### config.mk
export PLATFORM = sky130hd
export DESIGN_NAME = sgdp_top
export DESIGN_NICKNAME = d
export VERILOG_FILES = /design/src/hdl/sgdp_top.v
export VERILOG_INCLUDE_DIRS = /design/src /design/src/hdl
export SDC_FILE = /design/constraint.sdc
export NUM_CORES = 1
export LEC_CHECK = 0
export BUFFER_PORTS_ARGS = -buffer_cell sky130_fd_sc_hd__buf_4
export CAP_MARGIN = 25
export CORE_ASPECT_RATIO = 0.5
export CORE_MARGIN = 1
export CORE_UTILIZATION = 50
export CTS_CLUSTER_DIAMETER = 60
export CTS_CLUSTER_SIZE = 16
export DETAILED_ROUTE_END_ITERATION = 7
export HOLD_SLACK_MARGIN = 0.02
export PLACE_DENSITY = 0.8
export SLEW_MARGIN = 20
export SYNTH_ARGS = -nofsm -noshare
export SYNTH_HDL_FRONTEND = slang
export SYNTH_SLANG_ARGS = --single-unit
### constraint.sdc
create_clock -name sys_clk -period 2 [get_ports sys_clk]
set_input_delay 0.4 -clock sys_clk [delete_from_list [all_inputs] [get_ports sys_clk]]
set_output_delay 0.4 -clock sys_clk [all_outputs]
set_load 0.005 [all_outputs]
### src/hdl/sgdp_defs.vh
// Constants for the system glue, decode and parity block
`ifndef SGDP_DEFS_VH
`define SGDP_DEFS_VH

// Two-bit range select codes
`define SGDP_RANGE_NONE      2'h0
`define SGDP_RANGE_IO_VRAM   2'h1
`define SGDP_RANGE_VROM      2'h2
`define SGDP_RANGE_CHAN_LOW  2'h3

// Memory map, 24-bit byte addresses
`define SGDP_ONE_MEG         24'h10_0000
`define SGDP_RAM_TOP         24'h0A_0000
`define SGDP_VRAM_BASE       24'h0A_0000
`define SGDP_VRAM_TOP        24'h0C_0000
`define SGDP_VROM_BASE       24'h0C_0000
`define SGDP_VROM_TOP        24'h0C_8000
`define SGDP_BIOS_BASE       24'h0F_0000

// I/O addresses
`define SGDP_IO_FPU_BUSY     16'h00F8
`define SGDP_IO_FPU_BASE     16'h00F8
`define SGDP_IO_FPU_LAST     16'h00FF
`define SGDP_IO_DISK2_A      16'h03F6
`define SGDP_IO_DISK2_B      16'h03F7

// Speed codes on the clock select output
`define SGDP_SPEED_8MHZ      2'h0

// Reset stretch after power becomes stable
`define SGDP_CLK_MHZ         25
`define SGDP_RST_HOLD_NS     1000
`define SGDP_RST_HOLD_CYC    ((`SGDP_RST_HOLD_NS * `SGDP_CLK_MHZ + 999) / 1000)
`define SGDP_RST_CNT_W       8

// Width of the synchroniser bank
`define SGDP_SYNC_W          62

`endif

### src/hdl/sgdp_top.v
// System glue: range decode, data-path control, parity, NMI, speed and reset
//
// Notes on behaviour
// - Range code encodes none, IO/video RAM, video ROM, channel memory
// - Channel path enabled for channel memory and acknowledge
// - Parity enable low while onboard RAM accessed
// - ROM/RAM read copies coprocessor busy at F8H
// - SX opcode fetch turns ROM/RAM read into input
// - One parity bit per byte on writes
// - Check both parity bits at onboard RAM read end
// - NMI on parity error or channel check
// - Low range line carries turbo during refresh
// - Second disk select low at 3F6H/3F7H if installed
// - Turbo high forces 8 MHz, else programmed speed
// - Cache flush on expanded-memory mapper update
// - Operand request follows coprocessor request
// - Refresh request tells arbiter DRAM needs refresh
// - Channel memory commands only below one megabyte
// - Reset active high, synchronous, from power good
`include "sgdp_defs.vh"
`default_nettype none

module sgdp_top #(
    parameter RST_HOLD_CYC = `SGDP_RST_HOLD_CYC  // Reset stretch after power is stable
) (
    input  wire        sys_clk,
    input  wire        sys_rst,
    input  wire [23:0] cpu_addr,
    input  wire        mem_cycle,
    input  wire        write_cycle,
    input  wire        cycle_active,
    input  wire        int_ack_n,
    input  wire        fpu_opcode_fetch,
    input  wire        cpu_is_sx,
    input  wire        refresh_active_n,
    input  wire        speed_select_n,
    input  wire        fpu_busy_n,
    input  wire        fpu_operand_request,
    input  wire        channel_check_n,
    input  wire [15:0] mem_data,
    input  wire [1:0]  parity_in,
    input  wire        parity_clear,
    input  wire        ems_map_write,
    input  wire        refresh_tick,
    input  wire        power_stable,
    input  wire [1:0]  speed_program,
    input  wire        disk_two_installed,
    input  wire        data_buffer_enable_n,
    input  wire        rom_ram_read_i,
    output reg  [1:0]  range_code,
    output reg         channel_path_enable_n,
    output reg         parity_enable_out_n,
    output reg         rom_ram_read_o,
    output reg         rom_ram_read_oe,
    output reg         fpu_busy_seen_n,
    output reg  [1:0]  parity_out,
    output reg         parity_out_oe,
    output reg         parity_error,
    output reg         nmi,
    output reg         disk_select_two_n,
    output reg  [1:0]  cpu_speed_code,
    output reg         cache_flush,
    output reg         cpu_operand_request,
    output reg         refresh_request,
    output reg         channel_low_mem_read_n,
    output reg         channel_low_mem_write_n,
    output reg         system_reset,
    output reg         transceiver_enable
);

    ////////////////////////////////////////////////////////////////////////////
    // Input synchronisers

    wire [`SGDP_SYNC_W-1:0] async_in;   // All pin inputs, packed
    reg  [`SGDP_SYNC_W-1:0] meta_r;     // First stage, read only by second
    reg  [`SGDP_SYNC_W-1:0] sync_r;     // Second stage, safe to decode

    // Order matches the unpack
    assign async_in = {cpu_addr, mem_cycle, write_cycle, cycle_active, int_ack_n,
                       fpu_opcode_fetch, cpu_is_sx, refresh_active_n, speed_select_n,
                       fpu_busy_n, fpu_operand_request, channel_check_n, mem_data,
                       parity_in, parity_clear, ems_map_write, refresh_tick,
                       power_stable, speed_program, disk_two_installed,
                       data_buffer_enable_n, rom_ram_read_i};

    // Two flops per bit; no reset, so pins are still sampled while under reset
    genvar gi;
    generate
        for (gi = 0; gi < `SGDP_SYNC_W; gi = gi + 1) begin : g_sync
            always @(posedge sys_clk) begin
                meta_r[gi] <= async_in[gi];
                sync_r[gi] <= meta_r[gi];
            end
        end
    endgenerate

    wire [23:0] s_addr;       // Synchronised CPU address
    wire        s_mem;        // Memory cycle
    wire        s_wr;         // Write cycle
    wire        s_cyc;        // Cycle in progress
    wire        s_inta_n;     // Interrupt acknowledge
    wire        s_opfetch;    // Coprocessor opcode fetch
    wire        s_sx;         // SX-class CPU strap
    wire        s_ref_n;      // Refresh period
    wire        s_turbo_n;    // Turbo switch
    wire        s_busy_n;     // Coprocessor busy
    wire        s_preq;       // Coprocessor operand request
    wire        s_chk_n;      // Channel check
    wire [15:0] s_data;       // Memory data
    wire [1:0]  s_par;        // Parity bits read back
    wire        s_pclr;       // Parity error clear
    wire        s_ems;        // Mapper write strobe
    wire        s_rtick;      // Refresh timer tick
    wire        s_pwr;        // Power good
    wire [1:0]  s_spd;        // Programmed speed
    wire        s_disk2;      // Second drive fitted
    wire        s_den_n;      // Data buffer enable
    wire        s_rmrd;       // ROM/RAM read line as input

    // Same order as packed
    assign {s_addr, s_mem, s_wr, s_cyc, s_inta_n, s_opfetch, s_sx, s_ref_n, s_turbo_n,
            s_busy_n, s_preq, s_chk_n, s_data, s_par, s_pclr, s_ems, s_rtick, s_pwr,
            s_spd, s_disk2, s_den_n, s_rmrd} = sync_r;

    ////////////////////////////////////////////////////////////////////////////
    // Address decode

    wire        io_cyc;       // Active I/O cycle
    wire        mem_act;      // Active memory cycle
    wire        below_1m;     // Address within first megabyte
    wire        in_ram;       // Onboard system RAM window
    wire        in_bios;      // Onboard BIOS ROM window
    wire        in_vram;      // Onboard video RAM window
    wire        in_vrom;      // Onboard video ROM window
    wire        onboard;      // Onboard system RAM or BIOS ROM memory access
    wire        chan_low;     // Channel memory below one megabyte
    wire        io_low;       // I/O address with bits 15..10 clear
    wire        io_fpu;       // Coprocessor I/O space
    wire        io_busy;      // Busy readback port
    wire        io_disk2;     // Second disk ports

    // Acknowledge: not I/O, not memory
    assign io_cyc   = s_cyc & ~s_mem & s_inta_n;
    assign mem_act  = s_cyc & s_mem & s_inta_n;
    assign below_1m = s_addr < `SGDP_ONE_MEG;
    assign in_ram   = s_addr < `SGDP_RAM_TOP;
    assign in_bios  = below_1m & (s_addr >= `SGDP_BIOS_BASE);
    assign in_vram  = (s_addr >= `SGDP_VRAM_BASE) & (s_addr < `SGDP_VRAM_TOP);
    assign in_vrom  = (s_addr >= `SGDP_VROM_BASE) & (s_addr < `SGDP_VROM_TOP);
    assign onboard  = mem_act & (in_ram | in_bios);
    assign chan_low = mem_act & below_1m & ~in_ram & ~in_bios & ~in_vram & ~in_vrom;
    assign io_low   = io_cyc & (s_addr[15:10] == 6'h00);
    // Coprocessor ports off channel
    assign io_fpu   = io_cyc & (s_addr[15:0] >= `SGDP_IO_FPU_BASE)
                             & (s_addr[15:0] <= `SGDP_IO_FPU_LAST);
    assign io_busy  = io_cyc & (s_addr[15:0] == `SGDP_IO_FPU_BUSY);
    assign io_disk2 = io_cyc & ((s_addr[15:0] == `SGDP_IO_DISK2_A)
                              | (s_addr[15:0] == `SGDP_IO_DISK2_B));

    // Range code; the low line is swapped for turbo state while refreshing
    reg [1:0] range_nxt;
    always @* begin
        if (io_low | (mem_act & in_vram)) begin
            range_nxt = `SGDP_RANGE_IO_VRAM;
        end else if (mem_act & in_vrom) begin
            range_nxt = `SGDP_RANGE_VROM;
        end else if (chan_low) begin
            range_nxt = `SGDP_RANGE_CHAN_LOW;
        end else begin
            range_nxt = `SGDP_RANGE_NONE;
        end
        if (!s_ref_n) begin
            range_nxt[0] = s_turbo_n;
        end
    end

    ////////////////////////////////////////////////////////////////////////////
    // Parity helpers

    wire [1:0] par_calc;      // Odd parity per byte, bit 0 for even byte
    wire       par_bad;       // Read-back mismatch on either byte
    reg        cyc_d_r;       // Cycle flag one clock late
    reg        rd_onb_r;      // Onboard RAM read in progress
    wire       rd_end;        // First clock after an onboard RAM read ends

    // Odd: a zero byte still checks
    assign par_calc = {~^s_data[15:8], ~^s_data[7:0]};
    assign par_bad  = s_par != par_calc;
    assign rd_end   = cyc_d_r & ~s_cyc & rd_onb_r;

    // Track onboard RAM reads so the check happens as the cycle closes
    always @(posedge sys_clk) begin
        if (sys_rst) begin
            cyc_d_r  <= 1'b0;
            rd_onb_r <= 1'b0;
        end else begin
            cyc_d_r  <= s_cyc;
            rd_onb_r <= s_cyc ? (onboard & ~s_wr & in_ram) : 1'b0;
        end
    end

    // Data captured while the onboard read runs; checked at its end
    reg par_bad_r;            // Mismatch seen on the last sampled read data
    always @(posedge sys_clk) begin
        if (sys_rst) begin
            par_bad_r <= 1'b0;
        end else if (rd_onb_r & s_cyc) begin
            par_bad_r <= par_bad;
        end
    end

    ////////////////////////////////////////////////////////////////////////////
    // Edge detectors and strap capture

    reg ems_d_r;              // Mapper strobe one clock late
    reg rtick_d_r;            // Refresh tick one clock late
    reg sx_r;                 // SX strap one clock late
    always @(posedge sys_clk) begin
        if (sys_rst) begin
            ems_d_r   <= 1'b0;
            rtick_d_r <= 1'b0;
            sx_r      <= 1'b0;
        end else begin
            ems_d_r   <= s_ems;
            rtick_d_r <= s_rtick;
            sx_r      <= s_sx;
        end
    end

    ////////////////////////////////////////////////////////////////////////////
    // Reset generation: hold reset until power has been good for a while

    reg [`SGDP_RST_CNT_W-1:0] rst_cnt_r;  // Cycles of stable power seen
    wire rst_done;
    // Counter stops at the hold
    assign rst_done = rst_cnt_r >= RST_HOLD_CYC[`SGDP_RST_CNT_W-1:0];

    always @(posedge sys_clk) begin
        if (sys_rst | ~s_pwr) begin
            rst_cnt_r    <= {`SGDP_RST_CNT_W{1'b0}};
            system_reset <= 1'b1;
        end else begin
            if (!rst_done) begin
                rst_cnt_r <= rst_cnt_r + 1'b1;
            end
            system_reset <= ~rst_done;
        end
    end

    ////////////////////////////////////////////////////////////////////////////
    // Registered outputs

    always @(posedge sys_clk) begin
        if (sys_rst) begin
            // Idle levels
            range_code              <= `SGDP_RANGE_NONE;
            channel_path_enable_n   <= 1'b1;
            parity_enable_out_n     <= 1'b1;
            rom_ram_read_o          <= 1'b1;
            rom_ram_read_oe         <= 1'b0;
            fpu_busy_seen_n         <= 1'b1;
            parity_out              <= 2'h0;
            parity_out_oe           <= 1'b0;
            parity_error            <= 1'b0;
            nmi                     <= 1'b0;
            disk_select_two_n       <= 1'b1;
            cpu_speed_code          <= `SGDP_SPEED_8MHZ;
            cache_flush             <= 1'b0;
            cpu_operand_request     <= 1'b0;
            refresh_request         <= 1'b0;
            channel_low_mem_read_n  <= 1'b1;
            channel_low_mem_write_n <= 1'b1;
            transceiver_enable      <= 1'b0;
        end else begin
            // Swap already applied
            range_code <= range_nxt;

            // Path open for channel memory, non-coprocessor I/O, acknowledge
            channel_path_enable_n <= ~((mem_act & ~onboard) | (io_cyc & ~io_fpu)
                                       | (s_cyc & ~s_inta_n));

            // Onboard RAM only
            parity_enable_out_n <= ~(onboard & in_ram);

            // ROM/RAM read line: input on SX opcode fetch, busy copy at F8H
            if (sx_r & s_opfetch) begin
                rom_ram_read_oe <= 1'b0;
                fpu_busy_seen_n <= s_rmrd;
            end else if (io_busy) begin
                rom_ram_read_oe <= 1'b1;
                rom_ram_read_o  <= s_busy_n;
            end else begin
                rom_ram_read_oe <= 1'b1;
                rom_ram_read_o  <= ~(onboard & ~s_wr);
            end

            // Parity driven on every memory write
            parity_out    <= par_calc;
            parity_out_oe <= mem_act & s_wr;

            // Sticky error; a new error wins over a clear in the same clock
            if (rd_end & par_bad_r) begin
                parity_error <= 1'b1;
            end else if (s_pclr) begin
                parity_error <= 1'b0;
            end

            // Level, not a pulse
            nmi <= parity_error | (rd_end & par_bad_r) | ~s_chk_n;

            // Gated by strap
            disk_select_two_n <= ~(io_disk2 & s_disk2);

            // Turbo switch high means the slow fixed speed
            cpu_speed_code <= s_turbo_n ? `SGDP_SPEED_8MHZ : s_spd;

            // Rising edge only
            cache_flush <= s_ems & ~ems_d_r;

            // Plain forward
            cpu_operand_request <= s_preq;

            // Request set by timer tick, dropped once refresh starts; set wins
            if (s_rtick & ~rtick_d_r) begin
                refresh_request <= 1'b1;
            end else if (!s_ref_n) begin
                refresh_request <= 1'b0;
            end

            channel_low_mem_read_n  <= ~(chan_low & ~s_wr);
            channel_low_mem_write_n <= ~(chan_low & s_wr);

            // Pin is active low
            transceiver_enable <= ~s_den_n;
        end
    end

endmodule

`default_nettype wire

Word level (Yosys, flattened, before mapping)
Index checks and enable logic that the tools add are counted.
- bits in registers: 160
- bits of input ports: 64
- output and inout bits: 22
- $add $sub $neg: 1
- magnitude comparators: 10
- eq/ne operators: 5
- muxes and demuxes: 10
- bitwise gates (word level): 67
- reduce and logical (&&, ||, !) cells: 7
- operator list (cell ; count):
    24-bit by 20-bit >= comparator with 1-bit output (second input constant) ; 3
    24-bit by 20-bit < comparator with 1-bit output (second input constant) ; 3
    1-bit bitwise AND ; 37
    16-bit by 10-bit == test with 1-bit output (second input constant) ; 2
    24-bit by 21-bit < comparator with 1-bit output (second input constant) ; 1
    1-bit NOT ; 22
    16-bit by 8-bit == test with 1-bit output (second input constant) ; 1
    16-bit by 8-bit >= comparator with 1-bit output (second input constant) ; 1
    16-bit by 8-bit <= comparator with 1-bit output (second input constant) ; 1
    8-bit XNOR reduction ; 2
    8-bit by 1-bit adder with 8-bit output (second input constant) ; 1
    8-bit by 5-bit >= comparator with 1-bit output (second input constant) ; 1
    1-bit 2-to-1 mux ; 8
    1-bit bitwise OR ; 8
    6-bit logical NOT ; 1
    2-bit OR reduction ; 3
    2-bit 2-to-1 mux ; 2
    2-bit by 1-bit inequality test with 1-bit output (second input constant) ; 1
    2-bit inequality test ; 1
    2-bit nonzero test ; 1

Depth between registers and ports, before layout
- depth in word-level cells: 11
- gate-level depth with buffers: 6
- depth with buffers taken out: 6

Worst setup path before layout
OpenSTA, ideal clock, no wires.
- path type: reg2reg
- start: register sync_r[18], in the netlist s_data[7]
- end: register par_bad_r
- setup time: 0.120 ns
- arrival time: 1.316 ns
- data required time: 1.880 ns
- slack: 0.564 ns
- cell stages (with the launch flop): 5
- cell sequence: dfxtp_1 xor2_1 xnor2_1 xor3_1 o31a_1
- longest elaborated chain between the ends: 2
- ends and longest elaborated chain (element ; line ; source):
    start: declaration ; sgdp_top.v:76 ; reg [`SGDP_SYNC_W-1:0] sync_r;
    start signal: indexed assignment ; sgdp_top.v:92 ; sync_r[gi] <= meta_r[gi];
    8-bit XNOR reduction ; sgdp_top.v:187 ; assign par_calc = {~^s_data[15:8], ~^s_data[7:0]};
    2-bit inequality test ; sgdp_top.v:188 ; assign par_bad = s_par != par_calc;
    end signal: assignment ; sgdp_top.v:208 ; par_bad_r <= par_bad;
    end: declaration ; sgdp_top.v:203 ; reg par_bad_r;
Every way passes these cells.
A chain may end at the register's enable or synchronous reset.

Worst setup path after layout
- start: register rst_cnt_r[0]
- end: register rst_cnt_r[1]
- longest elaborated chain between the ends: 1
- elaborated cells on any way between the ends: 2
- ends and longest elaborated chain (element ; line ; source):
    start: declaration ; sgdp_top.v:233 ; reg [`SGDP_RST_CNT_W-1:0] rst_cnt_r;
    start signal: assignment ; sgdp_top.v:240 ; rst_cnt_r <= {`SGDP_RST_CNT_W{1'b0}};
    start signal: assignment ; sgdp_top.v:244 ; rst_cnt_r <= rst_cnt_r + 1'b1;
    8-bit by 1-bit adder with 8-bit output or 8-bit by 5-bit >= comparator with 1-bit output (tied branches) ; sgdp_top.v:244, sgdp_top.v:236 ;
Several ways; a longest one is shown, not always the timed one.

==> results.tsv <==
stage	metric	value	unit
synthesis	synth_area_leader_cell	dfxtp_1	
synthesis	synthTopCellsByCount	dfxtp_1 (160), xnor2_1 (13), nor2_1 (12)	
cts	hold_buffers	0	
sta	setup_tns	0	ns
worst_hold_path	min_path_type	in2reg	
sta	max_slew_margin	0.659	
cts	cts.clk_slew.worst_paths	0.06	ns
cts	clk_latency	0.41	ns
final_layout	final_nets	443	
cts	cts_root_buf	clkbuf_16	
sta	setup_viol	0	
critical_path	r2r_end	rst_cnt_r[1]	
floorplan	dieArea	0.00839	mm²
floorplan	rows	22	
grt	antenna_found_initial	0	
grt	overflow	0	
placed_design	placed_cells	465	
final_layout	layout-drive-gt1-share	0.312	
power_and_ir_drop	p_leak	2.28	nW
synthesis	synth-edff-count	0	
job	drv_cap	0	
cts	cts_sinks	160	
sta	rsz0062_at_grt	false	
critical_path	reg2reg_slack	0.33	ns
sta	max_slew.worst_pin.slew	0.506	ns
cts	cts-buffers-inserted	17	
critical_path	crit_required	2.30	ns
grt	grt_pass1_vias	2244	
floorplan	start_util	0.531	
sta	setup_slack	0.334	ns
cts	post_cts_resized	0	
floorplan	core	0.00754	mm²
critical_path	crit_path_end_kind	flop	
synthesis	yosysMostFrequentCell	dfxtp_1	
placed_design	portBuffers	85	
cts	cts_max_level	4	
power_and_ir_drop	irDropWorstVdd	0.000724	V
floorplan	die_h	65.3	µm
sta	fin_crit	1.67	ns
placed_design	dp_hpwl	4540	µm
synthesis	synthTopCellsByArea	dfxtp_1 (80%), xnor2_1 (2.8%), xor3_1 (1.2%)	
worst_hold_path	worstHoldStart	cpu_addr[5]	
drt	drtPass1Iterations	4	
synthesis	async_reset_ff_frac	0	
drt	drc	0	
synthesis	syn_avg_cell_area	14.6	µm²
cts	cts_tree	yes	
drt	antenna_left	0	
placed_design	preCtsSetupSlack	0.335	ns
final_layout	layout.cells.non_filler	496	
critical_path	reg2reg_depth	6	
sta	finalHoldViolations	0	
grt	grt_max_degree	26	
synthesis	syn_inst	274	
sta	fmax	600	MHz
critical_path	crit_path_start_kind	flop	
sta	skew	0.00743	ns
critical_path	crit_arrival	1.96	ns
placed_design	place.gp.congestion	0.758	
synthesis	syn_nets	341	
cts	clk_path_buf_depth	2	
sta	finalMaxSlewViolations	0	
worst_hold_path	min_to	meta_r[43]	
cts	cts_setup_buffers	0	
critical_path	cp_max_fo	4	
synthesis	synth_area	0.00400	mm²
drt	vias	2223	
synthesis	synthDistinctLibCells	37	
status	status	complete, no violations	
sta	timing.final.crit_share	0.833	
final_layout	syn_to_final_growth	33.4	%
drt	drt_iter0_drc	117	
synthesis	yosys.area.top_type_share	0.801	
grt	grt_pass1_wl	10300	µm
critical_path	worst-setup-path-type	reg2reg	
worst_hold_path	hold_depth	1	
synthesis	ys.flop_type	dfxtp_1	
synthesis	ys.warnings.count	0	
final_layout	diodes	0	
synthesis	ys_seq_area_frac	0.801	
critical_path	reg2reg_from	rst_cnt_r[0]	
floorplan	io_pins	86	
drt	drt-wirelength-per-cell	13.4	µm
drt	drt_wl_total	6660	µm
grt	track_usage	0.175	
synthesis	ys_seq_elements	160	
drt	via_per_inst	4.48	
power_and_ir_drop	power_density	1270	mW/mm²
floorplan	dieWidth	129	µm
[placed cells by master, fill, tap and decap left out, types with 4 or more instances in the layout]
| cell | instances |
|---|---|
| a21oi_1 | 6 |
| and2_1 | 5 |
| buf_4 | 85 |
| clkbuf_16 | 17 |
| dfxtp_1 | 160 |
| inv_1 | 4 |
| inv_6 | 6 |
| nand2_1 | 9 |
| nand2b_1 | 4 |
| nand4_1 | 4 |
| nor2_1 | 12 |
| nor2b_1 | 6 |
| nor3b_1 | 4 |
| o21ai_0 | 4 |
| xnor2_1 | 13 |
| xor2_1 | 4 |
[kinds of logic after synthesis]
logic type | count (synthesis) | share of synthesized area
AOI/OAI and AO/OA | 20 | 0.0341
adders and majority gates | 3 | 0.00938
and+or+nand+nor | 65 | 0.0988
xor gates and xnor gates | 19 | 0.0491
DFF | 160 | 0.800
muxes | 1 | 0.00250
buffers and inverters | 6 | 0.00563
[worst max-delay path by stage]
stage | endpoint | depth (start not counted) | startpoint | slack, ns
floorplan | par_bad_r | 4 | s_data[7] | 0.56
global placement | par_bad_r | 4 | s_data[15] | 0.52
detailed placement | rst_cnt_r[1] | 6 | rst_cnt_r[0] | 0.34
CTS | rst_cnt_r[1] | 6 | rst_cnt_r[0] | 0.33
global route | rst_cnt_r[1] | 6 | rst_cnt_r[0] | 0.21
finish | rst_cnt_r[1] | 6 | rst_cnt_r[0] | 0.33
[per-stage QoR]
stage	power, mW	area [µm²]	hold slack [ns]	util
6_report	6.78	5340	0.0821	0.708
5_1_grt	7.00	5340	0.0633	0.708
4_1_cts	6.83	5340	0.0677	0.708
3_5_place_dp	3.77	4770	0.312	0.632
3_3_place_gp	3.75	4770	0.311	0.632
2_1_floorplan	3.59	4000	0.310	-
[state kept, by name, indices dropped and copies added (netlist names), 2 cells and up]
name and count:
cpu_speed_code 2, meta_r 62, parity_out 2, range_code 2, rst_cnt_r 8, s_addr 24, s_data 16, s_par 2
s_spd 2
[cell type report]
cell class | count | area (µm²)
Sequential cell | 160 | 3200
Fill cell | 512 | 2200
Multi-Input combinational cell | 108 | 776
Timing Repair Buffer | 85 | 638
Clock buffer | 17 | 425
Clock inverter | 14 | 146
Tap cell | 108 | 135
Inverter | 4 | 15.0
[worst max-delay path, stage by stage, from the launching register on]
cell	delay, ns
dfxtp_1	0.38
inv_1	0.09
ha_1	0.19
nor3b_1	0.14
o21ai_0	0.42
mux2i_1	0.27
nor2_1	0.05
[power by group]
part	internal (mW)	switching [mW]	leakage (nW)
clock	1.75	1.33	0.281
combinational	0.184	0.0968	0.654
sequential	3.35	0.0653	1.34
total	5.29	1.49	2.28
[per-layer routing]
| metal | vias to the layer above | part of all wire | GRT usage | routed length, µm |
|---|---|---|---|---|
| li1 | 1122 | - | - | - |
| met1 | 1030 | 0.42 | 0.183 | 2830 |
| met3 | 13 | 0.045 | 0.0627 | 298 |
| met5 | - | 0 | 0 | 0 |
| met4 | 0 | 0.020 | 0.125 | 132 |
| met2 | 58 | 0.51 | 0.301 | 3400 |
Power figures use the tool's default switching activity.
